## src/logic/osc_tune_consts.svh

```systemverilog
// Purpose: Offsets, field positions, reset values and timing counts
// Assumes: 8-bit register port, 25 MHz system clock
// Notes:   Definitions only
`ifndef OSC_TUNE_CONSTS_SVH
`define OSC_TUNE_CONSTS_SVH
// Register offsets
`define OFS_CLOCK_CONTROL   8'h8f
`define OFS_OSC_TRIM        8'h90
`define OFS_IRQ_STATUS      8'h91
`define OFS_IRQ_MASK        8'h92
// Field positions in the clock control register
`define SEL_LSB             4
`define SEL_MSB             6
`define STABLE_BIT          2
// Reset values
`define SEL_RESET           3'h0
`define TRIM_RESET          6'h00
`define MASK_RESET          2'h0
// Frequency select codes at the two direct ends
`define SEL_SLOW            3'h0
`define SEL_FAST            3'h7
// Trim code corners (two's complement)
`define TRIM_MAX            6'h1f
`define TRIM_CENTRE         6'h00
`define TRIM_MIN            6'h20
// Falling edges of the requested clock before connecting
`define SWITCH_FALLS        4'h8
// Slow oscillator period and the settling delay
`define SLOW_PERIOD_NS      32000
`define SETTLE_NS           4000000
`define SETTLE_SLOW_CYCLES  (`SETTLE_NS / `SLOW_PERIOD_NS)
// Trim settling times, held by the analog oscillators themselves
`define SLOW_TRIM_CYCLES    8
`define FAST_TRIM_NS        1000000
`define CLK_SYS_NS          40
`define FAST_TRIM_CYCLES    (`FAST_TRIM_NS / `CLK_SYS_NS)
// Interrupt status bits
`define IRQ_SWITCH_DONE     0
`define IRQ_STABLE_SET      1
`endif

```

## src/logic/osc_tune_pkg.sv

```systemverilog
// Purpose: Types shared by the oscillator trim and clock switch block
// Assumes: Constants come from osc_tune_consts.svh
// Notes:   Holds types only
package osc_tune_pkg;
  // One register port request
  typedef struct packed {
    logic [7:0] addr;
    logic [7:0] wdata;
    logic       wr;
    logic       rd;
  } reg_req_t;

  // Clock switch sequencer states
  typedef enum logic [1:0] {
    SW_RUN,
    SW_WAIT_OLD,
    SW_HOLD
  } sw_state_t;
endpackage : osc_tune_pkg

```

## src/logic/internal_osc_tune_switch.sv

```systemverilog
// What this block does
// - Six-bit two's-complement trim, zero means calibrated
// - Trim spans +/-12.5 percent, equal steps
// - Slow settles in 8 cycles, fast 1 ms
// - Core keeps running during trim shift
// - No flag marks trim shift completion
// - Trim also retimes watchdog and monitor users
// - Trim bits 7 and 6 read zero
// - Select code picks slow, fast or postscaled
// - Select field writable at any time
// - Wait old falling edge, then hold low
// - Count eight requested falls, then connect
// - Leaving slow clears flag, starts 4 ms
// - Between fast rates flag ends set
// - Stability flag is read-only bit 2
// - Control bits 7,3,1,0 read zero
// - Slow osc runs if selected, timer, watchdog
//
// Purpose: Trim code store and glitch-free internal clock rate switch
// Assumes: Oscillator levels arrive synchronous to clk_sys
// Notes:   Analog oscillators take trim_code_q; their slew is theirs
`timescale 1ns/100ps
`include "osc_tune_consts.svh"

module internal_osc_tune_switch
  import osc_tune_pkg::*;
#(
  parameter int SETTLE_CYCLES = `SETTLE_SLOW_CYCLES
) (
  // Clock, reset, enable
  input  wire logic       clk_sys,
  input  wire logic       rst,
  input  wire logic       ce,
  // Register port
  input  wire reg_req_t   reg_req,
  output logic [7:0]      rdata_q,
  // Oscillator levels
  input  wire logic       fast_osc_lvl,
  input  wire logic       slow_osc_lvl,
  // Slow oscillator keep-alive requests
  input  wire logic       pwrup_timer_en,
  input  wire logic       watchdog_timer_en,
  // Outputs to oscillators and the core
  output logic [5:0]      trim_code_q,
  output logic            slow_osc_enable_q,
  output logic            clock_output_line_q,
  output logic            irq_q
);

  // Registered state
  logic [2:0]  sel_q;           // Requested select field
  logic [2:0]  cur_sel_q;       // Source now driving the output
  sw_state_t   state_q;         // Switch sequencer
  logic [3:0]  fall_cnt_q;      // Requested-clock falls seen
  logic        stable_q;        // Fast oscillator stable flag
  logic        settling_q;      // Settling delay running
  logic [15:0] settle_cnt_q;    // Slow edges left in delay
  logic [5:0]  post_q;          // Postscaler chain
  logic        fast_prev_q;     // Edge detect history
  logic        slow_prev_q;
  logic        cur_prev_q;
  logic        req_prev_q;
  logic [1:0]  irq_stat_q;      // Sticky events
  logic [1:0]  irq_mask_q;      // Event enables

  // Level of the clock chosen by a select code
  function automatic logic src_level(input logic [2:0] sel, input logic fast,
                                     input logic slow, input logic [5:0] post);
    logic lvl;
    lvl = 1'b0;
    unique case (sel)
      `SEL_SLOW: lvl = slow;                       // 31.25 kHz direct
      `SEL_FAST: lvl = fast;                       // 8 MHz direct
      default:   lvl = post[3'(3'h6 - sel)];       // 4 MHz down to 125 kHz
    endcase
    return lvl;
  endfunction : src_level

  // Address decode
  wire wr_ctrl   = ce & reg_req.wr & (reg_req.addr == `OFS_CLOCK_CONTROL);
  wire wr_trim   = ce & reg_req.wr & (reg_req.addr == `OFS_OSC_TRIM);
  wire wr_stat   = ce & reg_req.wr & (reg_req.addr == `OFS_IRQ_STATUS);
  wire wr_mask   = ce & reg_req.wr & (reg_req.addr == `OFS_IRQ_MASK);
  wire [2:0] wsel = reg_req.wdata[`SEL_MSB:`SEL_LSB];

  // Edge detection on raw and derived clocks
  wire fast_fall = fast_prev_q & ~fast_osc_lvl;
  wire slow_fall = slow_prev_q & ~slow_osc_lvl;
  wire cur_lvl   = src_level(cur_sel_q, fast_osc_lvl, slow_osc_lvl, post_q);
  wire req_lvl   = src_level(sel_q, fast_osc_lvl, slow_osc_lvl, post_q);
  wire cur_fall  = cur_prev_q & ~cur_lvl;
  wire req_fall  = req_prev_q & ~req_lvl;

  // Switch events
  wire sel_change = wr_ctrl & (wsel != sel_q);
  // A new target in the same cycle as the last fall wins: the
  // sequencer restarts its count, so no done event may escape then
  wire sw_done    = ce & (state_q == SW_HOLD) & req_fall & ~sel_change
                    & (fall_cnt_q == `SWITCH_FALLS - 4'h1);
  wire from_slow  = sw_done & (cur_sel_q == `SEL_SLOW) & (sel_q != `SEL_SLOW);
  wire fast_fast  = sw_done & (cur_sel_q != `SEL_SLOW) & (sel_q != `SEL_SLOW);
  wire settle_end = ce & settling_q & slow_fall & (settle_cnt_q == 16'h1);

  // Read mux; unimplemented and unmapped bits read zero
  wire [7:0] ctrl_rd = {1'b0, sel_q, 1'b0, stable_q, 2'b00};
  wire [7:0] trim_rd = {2'b00, trim_code_q};
  wire [7:0] rd_mux  = (reg_req.addr == `OFS_CLOCK_CONTROL) ? ctrl_rd :
                       (reg_req.addr == `OFS_OSC_TRIM)      ? trim_rd :
                       (reg_req.addr == `OFS_IRQ_STATUS)    ? {6'h00, irq_stat_q} :
                       (reg_req.addr == `OFS_IRQ_MASK)      ? {6'h00, irq_mask_q} :
                                                              8'h00;

  // Event set bits
  wire [1:0] irq_set = {settle_end | fast_fast, sw_done};

  // Register writes and read data
  always_ff @(posedge clk_sys or posedge rst) begin
    if (rst) begin
      trim_code_q <= `TRIM_RESET;
      irq_mask_q  <= `MASK_RESET;
      rdata_q     <= 8'h00;
    end else if (ce) begin
      // Trim write only retunes; core and sequencer never stall
      // Code goes out unaltered; the oscillators turn it into equal
      // frequency steps and slew to it on their own
      if (wr_trim) trim_code_q <= reg_req.wdata[5:0];
      if (wr_mask) irq_mask_q <= reg_req.wdata[1:0];
      rdata_q <= reg_req.rd ? rd_mux : 8'h00;
    end
  end

  // Sticky status, set wins over write-one-to-clear
  always_ff @(posedge clk_sys or posedge rst) begin
    if (rst) begin
      irq_stat_q <= 2'h0;
      irq_q      <= 1'b0;
    end else if (ce) begin
      irq_stat_q <= (irq_stat_q & ~(wr_stat ? reg_req.wdata[1:0] : 2'h0)) | irq_set;
      irq_q      <= |(irq_stat_q & irq_mask_q);
    end
  end

  // Postscaler and edge history
  always_ff @(posedge clk_sys or posedge rst) begin
    if (rst) begin
      post_q      <= 6'h00;
      fast_prev_q <= 1'b0;
      slow_prev_q <= 1'b0;
      cur_prev_q  <= 1'b0;
      req_prev_q  <= 1'b0;
    end else if (ce) begin
      // Each stage halves on a falling fast edge
      if (fast_fall) post_q <= post_q + 6'h01;
      fast_prev_q <= fast_osc_lvl;
      slow_prev_q <= slow_osc_lvl;
      cur_prev_q  <= cur_lvl;
      // A select write swaps the requested source under the history
      // bit; clearing it drops one doubtful fall rather than invent one
      req_prev_q  <= wr_ctrl ? 1'b0 : req_lvl;
    end
  end

  // Switch sequencer
  always_ff @(posedge clk_sys or posedge rst) begin
    if (rst) begin
      sel_q      <= `SEL_RESET;
      cur_sel_q  <= `SEL_RESET;
      state_q    <= SW_RUN;
      fall_cnt_q <= 4'h0;
    end else if (ce) begin
      if (wr_ctrl) sel_q <= wsel;
      unique case (state_q)
        SW_RUN: begin
          if (sel_change) state_q <= SW_WAIT_OLD;
        end
        SW_WAIT_OLD: begin
          // Old source falls: output is forced low from here
          if (cur_fall) begin
            state_q    <= SW_HOLD;
            fall_cnt_q <= 4'h0;
          end
        end
        SW_HOLD: begin
          // A new request restarts the count on its own clock
          if (sel_change) begin
            fall_cnt_q <= 4'h0;
          end else if (sw_done) begin
            cur_sel_q <= sel_q;
            state_q   <= SW_RUN;
          end else if (req_fall) begin
            fall_cnt_q <= fall_cnt_q + 4'h1;
          end
        end
      endcase
    end
  end

  // Clock output: follows the old source until its fall, then low
  // Gating before that fall would chop a high phase into a runt pulse
  always_ff @(posedge clk_sys or posedge rst) begin
    if (rst) begin
      clock_output_line_q <= 1'b0;
    end else if (ce) begin
      clock_output_line_q <= (state_q == SW_HOLD) ? 1'b0 : cur_lvl;
    end
  end

  // Stability flag and settling delay on slow edges
  always_ff @(posedge clk_sys or posedge rst) begin
    if (rst) begin
      stable_q     <= 1'b0;
      settling_q   <= 1'b0;
      settle_cnt_q <= 16'h0;
    end else if (ce) begin
      if (from_slow) begin
        // Core runs on at the unsettled rate meanwhile
        stable_q     <= 1'b0;
        settling_q   <= 1'b1;
        settle_cnt_q <= 16'(SETTLE_CYCLES);
      end else if (fast_fast) begin
        stable_q   <= 1'b1;
        settling_q <= 1'b0;
      end else if (settle_end) begin
        stable_q   <= 1'b1;
        settling_q <= 1'b0;
      end else if (settling_q & slow_fall) begin
        settle_cnt_q <= settle_cnt_q - 16'h1;
      end
    end
  end

  // Slow oscillator keep-alive; trim changes its rate for all users
  always_ff @(posedge clk_sys or posedge rst) begin
    if (rst) begin
      slow_osc_enable_q <= 1'b1;
    end else if (ce) begin
      slow_osc_enable_q <= (sel_q == `SEL_SLOW) | (cur_sel_q == `SEL_SLOW)
                           | pwrup_timer_en | watchdog_timer_en;
    end
  end
endmodule : internal_osc_tune_switch

```

## config.mk

```make
export PLATFORM = sky130hd
export DESIGN_NAME = internal_osc_tune_switch
export DESIGN_NICKNAME = d
export VERILOG_FILES = /design/src/logic/osc_tune_pkg.sv /design/src/logic/internal_osc_tune_switch.sv
export VERILOG_INCLUDE_DIRS = /design/src /design/src/logic
export SDC_FILE = /design/constraint.sdc
export NUM_CORES = 1
export LEC_CHECK = 0
export ABC_AREA = 1
export BUFFER_PORTS_ARGS = -buffer_cell sky130_fd_sc_hd__buf_2
export CAP_MARGIN = 10
export CORE_ASPECT_RATIO = 1.5
export CORE_MARGIN = 8
export CORE_UTILIZATION = 50
export CTS_BUF_LIST = sky130_fd_sc_hd__clkbuf_4
export CTS_CLUSTER_SIZE = 24
export DETAILED_ROUTE_END_ITERATION = 10
export PLACE_DENSITY = 0.69
export SYNTH_ARGS = -nofsm -noshare
export SYNTH_HDL_FRONTEND = slang
export SYNTH_SLANG_ARGS = --single-unit
```

## constraint.sdc

```tcl
create_clock -name clk_sys -period 2.2 [get_ports clk_sys]
set_input_delay 0.22 -clock clk_sys [delete_from_list [all_inputs] [get_ports clk_sys]]
set_output_delay 0.22 -clock clk_sys [all_outputs]
set_load 0.1 [all_outputs]
```

---- Word-level counts from Yosys, hierarchy flattened ----
Index checks and enable logic that the tools add are counted.
word-level totals
  flip-flop bits (word level) ............. 61
  input port bits ......................... 25
  output and inout bits ................... 17
  logic and storage cells ................. 132
operators by class
  add/sub/neg operators ................... 5
  magnitude comparators ................... 2
  equal/unequal tests ..................... 19
  mux-type cells .......................... 34
  bitwise operators ....................... 35
  reduce and logical (&&, ||, !) cells .... 18
operators by type and width
  operator                                                                      count
  16-bit 2-to-1 mux                                                             4
  8-bit equality test, second input constant                                    4
  1-bit bitwise AND                                                             22
  16-bit by 1-bit equality test with 1-bit output, second input constant        1
  4-bit 2-to-1 mux                                                              4
  16-bit by 1-bit subtractor with 16-bit output, second input constant          1
  2-bit 2-to-1 mux                                                              7
  7-bit 2-to-1 mux                                                              2
  2-bit != test, second input constant                                          6
  1-bit 2-to-1 mux                                                              10
  2-bit AND reduction                                                           5
  5-bit AND reduction                                                           2
  3-bit nonzero test                                                            3
  3-bit by 4-bit less-than comparator with 1-bit output, second input constant  2
  4-bit one-hot mux with 2 select lines                                         1
  4-bit AND reduction                                                           2
  6-bit by 1-bit adder with 6-bit output, second input constant                 1
  1-bit binary-select mux with 3-bit select                                     2
  3-bit equality test, second input constant                                    2
  3-bit zero test                                                               2
  6-bit 2-to-1 mux                                                              1
  3-bit != test, second input constant                                          2
  2-bit one-hot mux with 3 select lines                                         1
  3-bit subtractor, first input constant                                        2
  14 further kinds                                                              24

---- Logic depth before layout (Yosys ltp) ----
  depth in word-level cells ............... 13
  gate-level depth with buffers ........... 17

---- Worst setup path after synthesis ----
Ideal clock, no wire load.
  path kind ............................... reg-to-reg
  start ................................... reg sel_q[0]
  end ..................................... reg settle_cnt_q[10]
  setup time .............................. 0.117 ns
  data arrival time ....................... 1.882 ns
  setup slack ............................. 0.201 ns
  cell stages (with the launch flop) ...... 18
  path buffers ............................ 2
  period minus slack after synthesis ...... 1.999 ns
  path through ............................ dfrtp_1 > buf_6 > inv_4 > ha_1 > inv_1 > nand3_1 > nand2_1 > nand2_1 > nand2_1 > nand2_2 > nand3_4 > nor2_8 > nand2_4 > nand2_4 > nand2_4 > buf_12 > nand2_2 > nand2_1
on the way
  longest elaborated chain between the ends .. 13
RTL lines
  item                                                                  line                                                              text
  start, declared                                                       internal_osc_tune_switch.sv:51                                    logic [2:0] sel_q;
  start signal, assigned                                                internal_osc_tune_switch.sv:166                                   sel_q <= `SEL_RESET;
  start signal, assigned                                                internal_osc_tune_switch.sv:171                                   if (wr_ctrl) sel_q <= wsel;
  3-bit subtractor                                                      internal_osc_tune_switch.sv:74                                    default: lvl = post[3'(3'h6 - sel)];
  1-bit binary-select mux with 3-bit select                             internal_osc_tune_switch.sv:74
  1-bit 2-to-1 mux (not written as such)                                internal_osc_tune_switch.sv:74
  1-bit one-hot mux with 2 select lines                                 internal_osc_tune_switch.sv:71                                    unique case (sel)
  1-bit NOT                                                             internal_osc_tune_switch.sv:92                                    wire req_fall = req_prev_q & ~req_lvl;
  1-bit bitwise AND                                                     internal_osc_tune_switch.sv:92
  1-bit bitwise AND (3 in series)                                       internal_osc_tune_switch.sv:98                                    wire sw_done = ce & (state_q == SW_HOLD) & req_fall & ~sel_change
  1-bit bitwise AND (on tied branches) (2 in series)                    internal_osc_tune_switch.sv:100, internal_osc_tune_switch.sv:101
  2-bit != test (no line) / 2-bit nonzero test (equally long branches)  --
  4-bit AND reduction (no line)                                         --
  end signal, assigned                                                  internal_osc_tune_switch.sv:219                                   settle_cnt_q <= 16'(SETTLE_CYCLES);
  end signal, assigned                                                  internal_osc_tune_switch.sv:227                                   settle_cnt_q <= settle_cnt_q - 16'h1;
  end, declared                                                         internal_osc_tune_switch.sv:57                                    logic [15:0] settle_cnt_q;
Parallel ways exist; a longest one is shown, timed or not. The select of a mux whose other input is x is not followed.
A chain may end at the register's enable or synchronous reset.

---- Worst setup path in the final report ----
  start ................................... reg sel_q[1]
  end ..................................... reg settle_cnt_q[1]
Same word-level chain as after synthesis.

==> impl_metrics.csv <==
group,metric,value,unit
global_routing,antenna_found_initial,0,
power_and_ir_drop,vdd_drop_max,0.0003194,V
power_and_ir_drop,p_switching,953.9,uW
synth,async_flop_share,100.0,%
clocking,cts_max_level,3,
clocking,clk_latency,0.43,ns
place,port-buffer-count,39,
sta,setup-tns-final,0,ns
place,dp_hpwl,6438,um
sta,hold_violations,0,
final_layout,utilization,58.73,%
final_layout,finalNonFillerCells,637,
min_path,hold_path_class,"input pin to register",
clocking,clkTransAtPathRegs,0.11,ns
routing,dr.pass1.iters,4,
synth,ys_top_cells_by_area,"dfrtp_1 40%, nand2_1 14%, inv_1 6.4%",
synth,yosysTopAreaCell,"dfrtp_1",
routing,dr.first_iter.drc_count,180,
power_and_ir_drop,pwr-share-seq,49.7,%
power_and_ir_drop,sw_frac_of_total,36.56,%
final_layout,fin_nets,570,
sta,fin_skew,0.01685,ns
floorplanning,fp.coreArea,7179,um2
floorplanning,pin_count,42,
power_and_ir_drop,p_int,1.655,mW
synth,synth_edf_count,0,
routing,ant_nets,0,
place,gp_congestion,0.8169,
worst_setup_path,crit_path_start_kind,"register",
routing,drcViolationCount,0,
clocking,cts_buffers,9,
routing,via_count,3141,
routing,wl,8493,um
global_routing,grt_usage,17.67,%
worst_setup_path,timing.rr.start,"sel_q[1]",
synth,netlist_area,3680,um2
floorplanning,num_rows,38,
sta,setup_viol,0,
routing,post_drt_wl_per_cell,13.33,um
global_routing,grt_max_degree,25,
worst_setup_path,worst-endpoint-arrival,2.38,ns
min_path,whs_endpoint,"trim_code_q[2]",
power_and_ir_drop,leakage,2.334,nW
min_path,hold_depth,2,
routing,vias_per_cell,4.931,
clocking,clock_path_buffers,2,
power_and_ir_drop,total_power,2.609,mW
power_and_ir_drop,power_density,618.8,nW/um2
synth,synth_warnings,0,
clocking,tritoncts,"done",
sta,drv_slew,0,
sta,fmax,485.3,MHz
worst_setup_path,required,2.52,ns
sta,period_minus_slack,2.061,ns
worst_setup_path,critPathMaxFanout,7,
worst_setup_path,r2r_slack,0.14,ns
synth,synth_flop_cell,"dfrtp_1",
sta,hold-worst-slack,0.02840,ns
routing,routed-wl-met2,4494,um
routing,dr_wl_met3,184,um
worst_setup_path,end_kind,"register",
routing,met1_length,3614,um
outcome,run_status,"completed",
global_routing,grt_overflow,0,
worst_setup_path,r2r_cells,13,
synth,synth_top_cell_area_share,40.12,%
min_path,hp-start,"reg_req[4]",
final_layout,antenna_cells,0,
floorplanning,initial_core_util,51.25,%
floorplanning,dieArea,10420,um2
routing,dr.max_layer_used,"met4",
clocking,clock-sinks,60,
synth,syn-mean-instance-area,7.780,um2
worst_setup_path,critical_path_class,"register to register",
floorplanning,fp.dieH,121.1,um
final_layout,drive_gt1_share,20.30,%
place,dp.cells,619,
flow_run,max_cap_violations,0,
synth,synth_nets,511,
power_and_ir_drop,combPwrFrac,25.4,%
worst_setup_path,r2r-end,"settle_cnt_q[1]",
global_routing,grt_first_pass_wirelength,14580,um
floorplanning,die_width,86.05,um
synth,ys_types,40,
final_layout,syn_to_final_growth,14.59,%
power_and_ir_drop,clkPwrFrac,25.0,%
synth,ys_ff_latch,60,
synth,yosysMostFrequentCell,"nand2_1",
synth,ys_top_cells_by_count,"135 x nand2_1, 63 x inv_1, 59 x dfrtp_1",
clocking,cts-root-buf,"clkbuf_4",
synth,seq_area_frac_synth,40.84,%
global_routing,grt_pass1_vias,3120,
synth,syn_inst,473,
sta,rsz0062_at_grt,"true",
sta,fin_crit_sh,93.67,%
-- how the worst max path moves through the flow --
stage	cells after the start	to	startpoint	slack (ns)
2_1_floorplan	17	settle_cnt_q[10]	sel_q[0]	0.20
3_3_place_gp	15	settle_cnt_q[15]	sel_q[0]	0.17
3_5_place_dp	15	settle_cnt_q[13]	sel_q[0]	0.13
4_1_cts	15	settle_cnt_q[15]	sel_q[0]	0.11
5_1_grt	14	settle_cnt_q[0]	sel_q[1]	-0.009
6_report	13	settle_cnt_q[1]	sel_q[1]	0.14
-- timing repair --
| action | in CTS | in global routing |
|---|---|---|
| gates resized for setup | 0 | 6 |
| endpoints found under the setup margin | 0 | 19 |
| endpoints found under the hold margin | 17 | 0 |
| hold buffers | 1 | 0 |
| buffers inserted | 0 | 1 |
-- per-stage QoR --
| step | cell area [um2] | worst slack (ns) |
|---|---|---|
| floorplan | 3680 | 0.2008 |
| global placement | 4060 | 0.1742 |
| detailed placement | 4060 | 0.1312 |
| CTS | 4177 | 0.1093 |
| global route | 4217 | -0.009467 |
| finish | 4217 | 0.1393 |
-- layout make-up --
class | count | area, um2
Fill cell | 665 | 2963
Inverter | 69 | 264.0
Clock inverter | 6 | 31.28
Timing Repair Buffer | 57 | 365.4
Sequential cell | 60 | 1504
Clock buffer | 10 | 75.07
Multi-Input combinational cell | 335 | 1852
Tap cell | 100 | 125.1
-- power groups by stage --
stage / Sequential, mW / Combinational, mW / Clock [mW]
detailed placement: 1.32 / 0.654 / 0
CTS: 1.30 / 0.660 / 0.675
global placement: 1.31 / 0.642 / 0
global route: 1.31 / 0.750 / 0.723
floorplan: 1.40 / 0.406 / 0
finish: 1.30 / 0.661 / 0.652
-- flip-flops by register name, summed over array words and instances (netlist names), 2 cells and up --
| register | cells |
|---|---|
| cur_sel_q | 3 |
| trim_code_q | 6 |
| rdata_q | 7 |
| irq_stat_q | 2 |
| post_q | 6 |
| state_q | 2 |
| fall_cnt_q | 4 |
| settle_cnt_q | 16 |
| sel_q | 3 |
| irq_mask_q | 2 |
-- layer usage --
| metal | track usage (%) | vias up |
|---|---|---|
| met5 | 0 | - |
| met2 | 31.08 | 39 |
| met1 | 19.73 | 1472 |
| met4 | 7.819 | 0 |
| met3 | 3.932 | 17 |
| li1 | - | 1613 |
-- worst max-delay path: stages (launching register included) --
cell and delay, ns:
dfrtp_1 0.43, buf_4 0.16, ha_1 0.20, xnor2_2 0.16
inv_2 0.04, nand2_1 0.05, nand2_1 0.05, nand2_2 0.08
nand3_4 0.10, nor2_8 0.19, nand3_4 0.15, buf_4 0.19
nand3_1 0.08, nand2_1 0.06
-- cell families after synthesis --
logic type | synth area share [%]
simple gates | 31.28
buf+inv | 9.486
flops | 40.84
compound gates | 7.072
xor+xnor | 5.882
fa+ha+maj | 4.420
mux | 0.9180
other cells | 0.1019
-- cell usage in the layout, fill, tap and decap left out, drive strengths merged --
cell type	instances
a211o	1
a21boi	1
a21oi	9
a22o	1
a32o	2
buf	56
clkbuf	10
clkinv	8
conb	1
dfrtp	59
dfstp	1
dlygate4sd3	1
ha	13
inv	67
mux2	3
nand2	151
nand3	41
nand3b	3
nand4	5
nor2	35
nor3	10
nor4	2
o21ai	29
o311ai	2
o31ai	1
or2	2
xnor2	12
xor2	11
No activity file was read; power rests on OpenSTA's default activity.
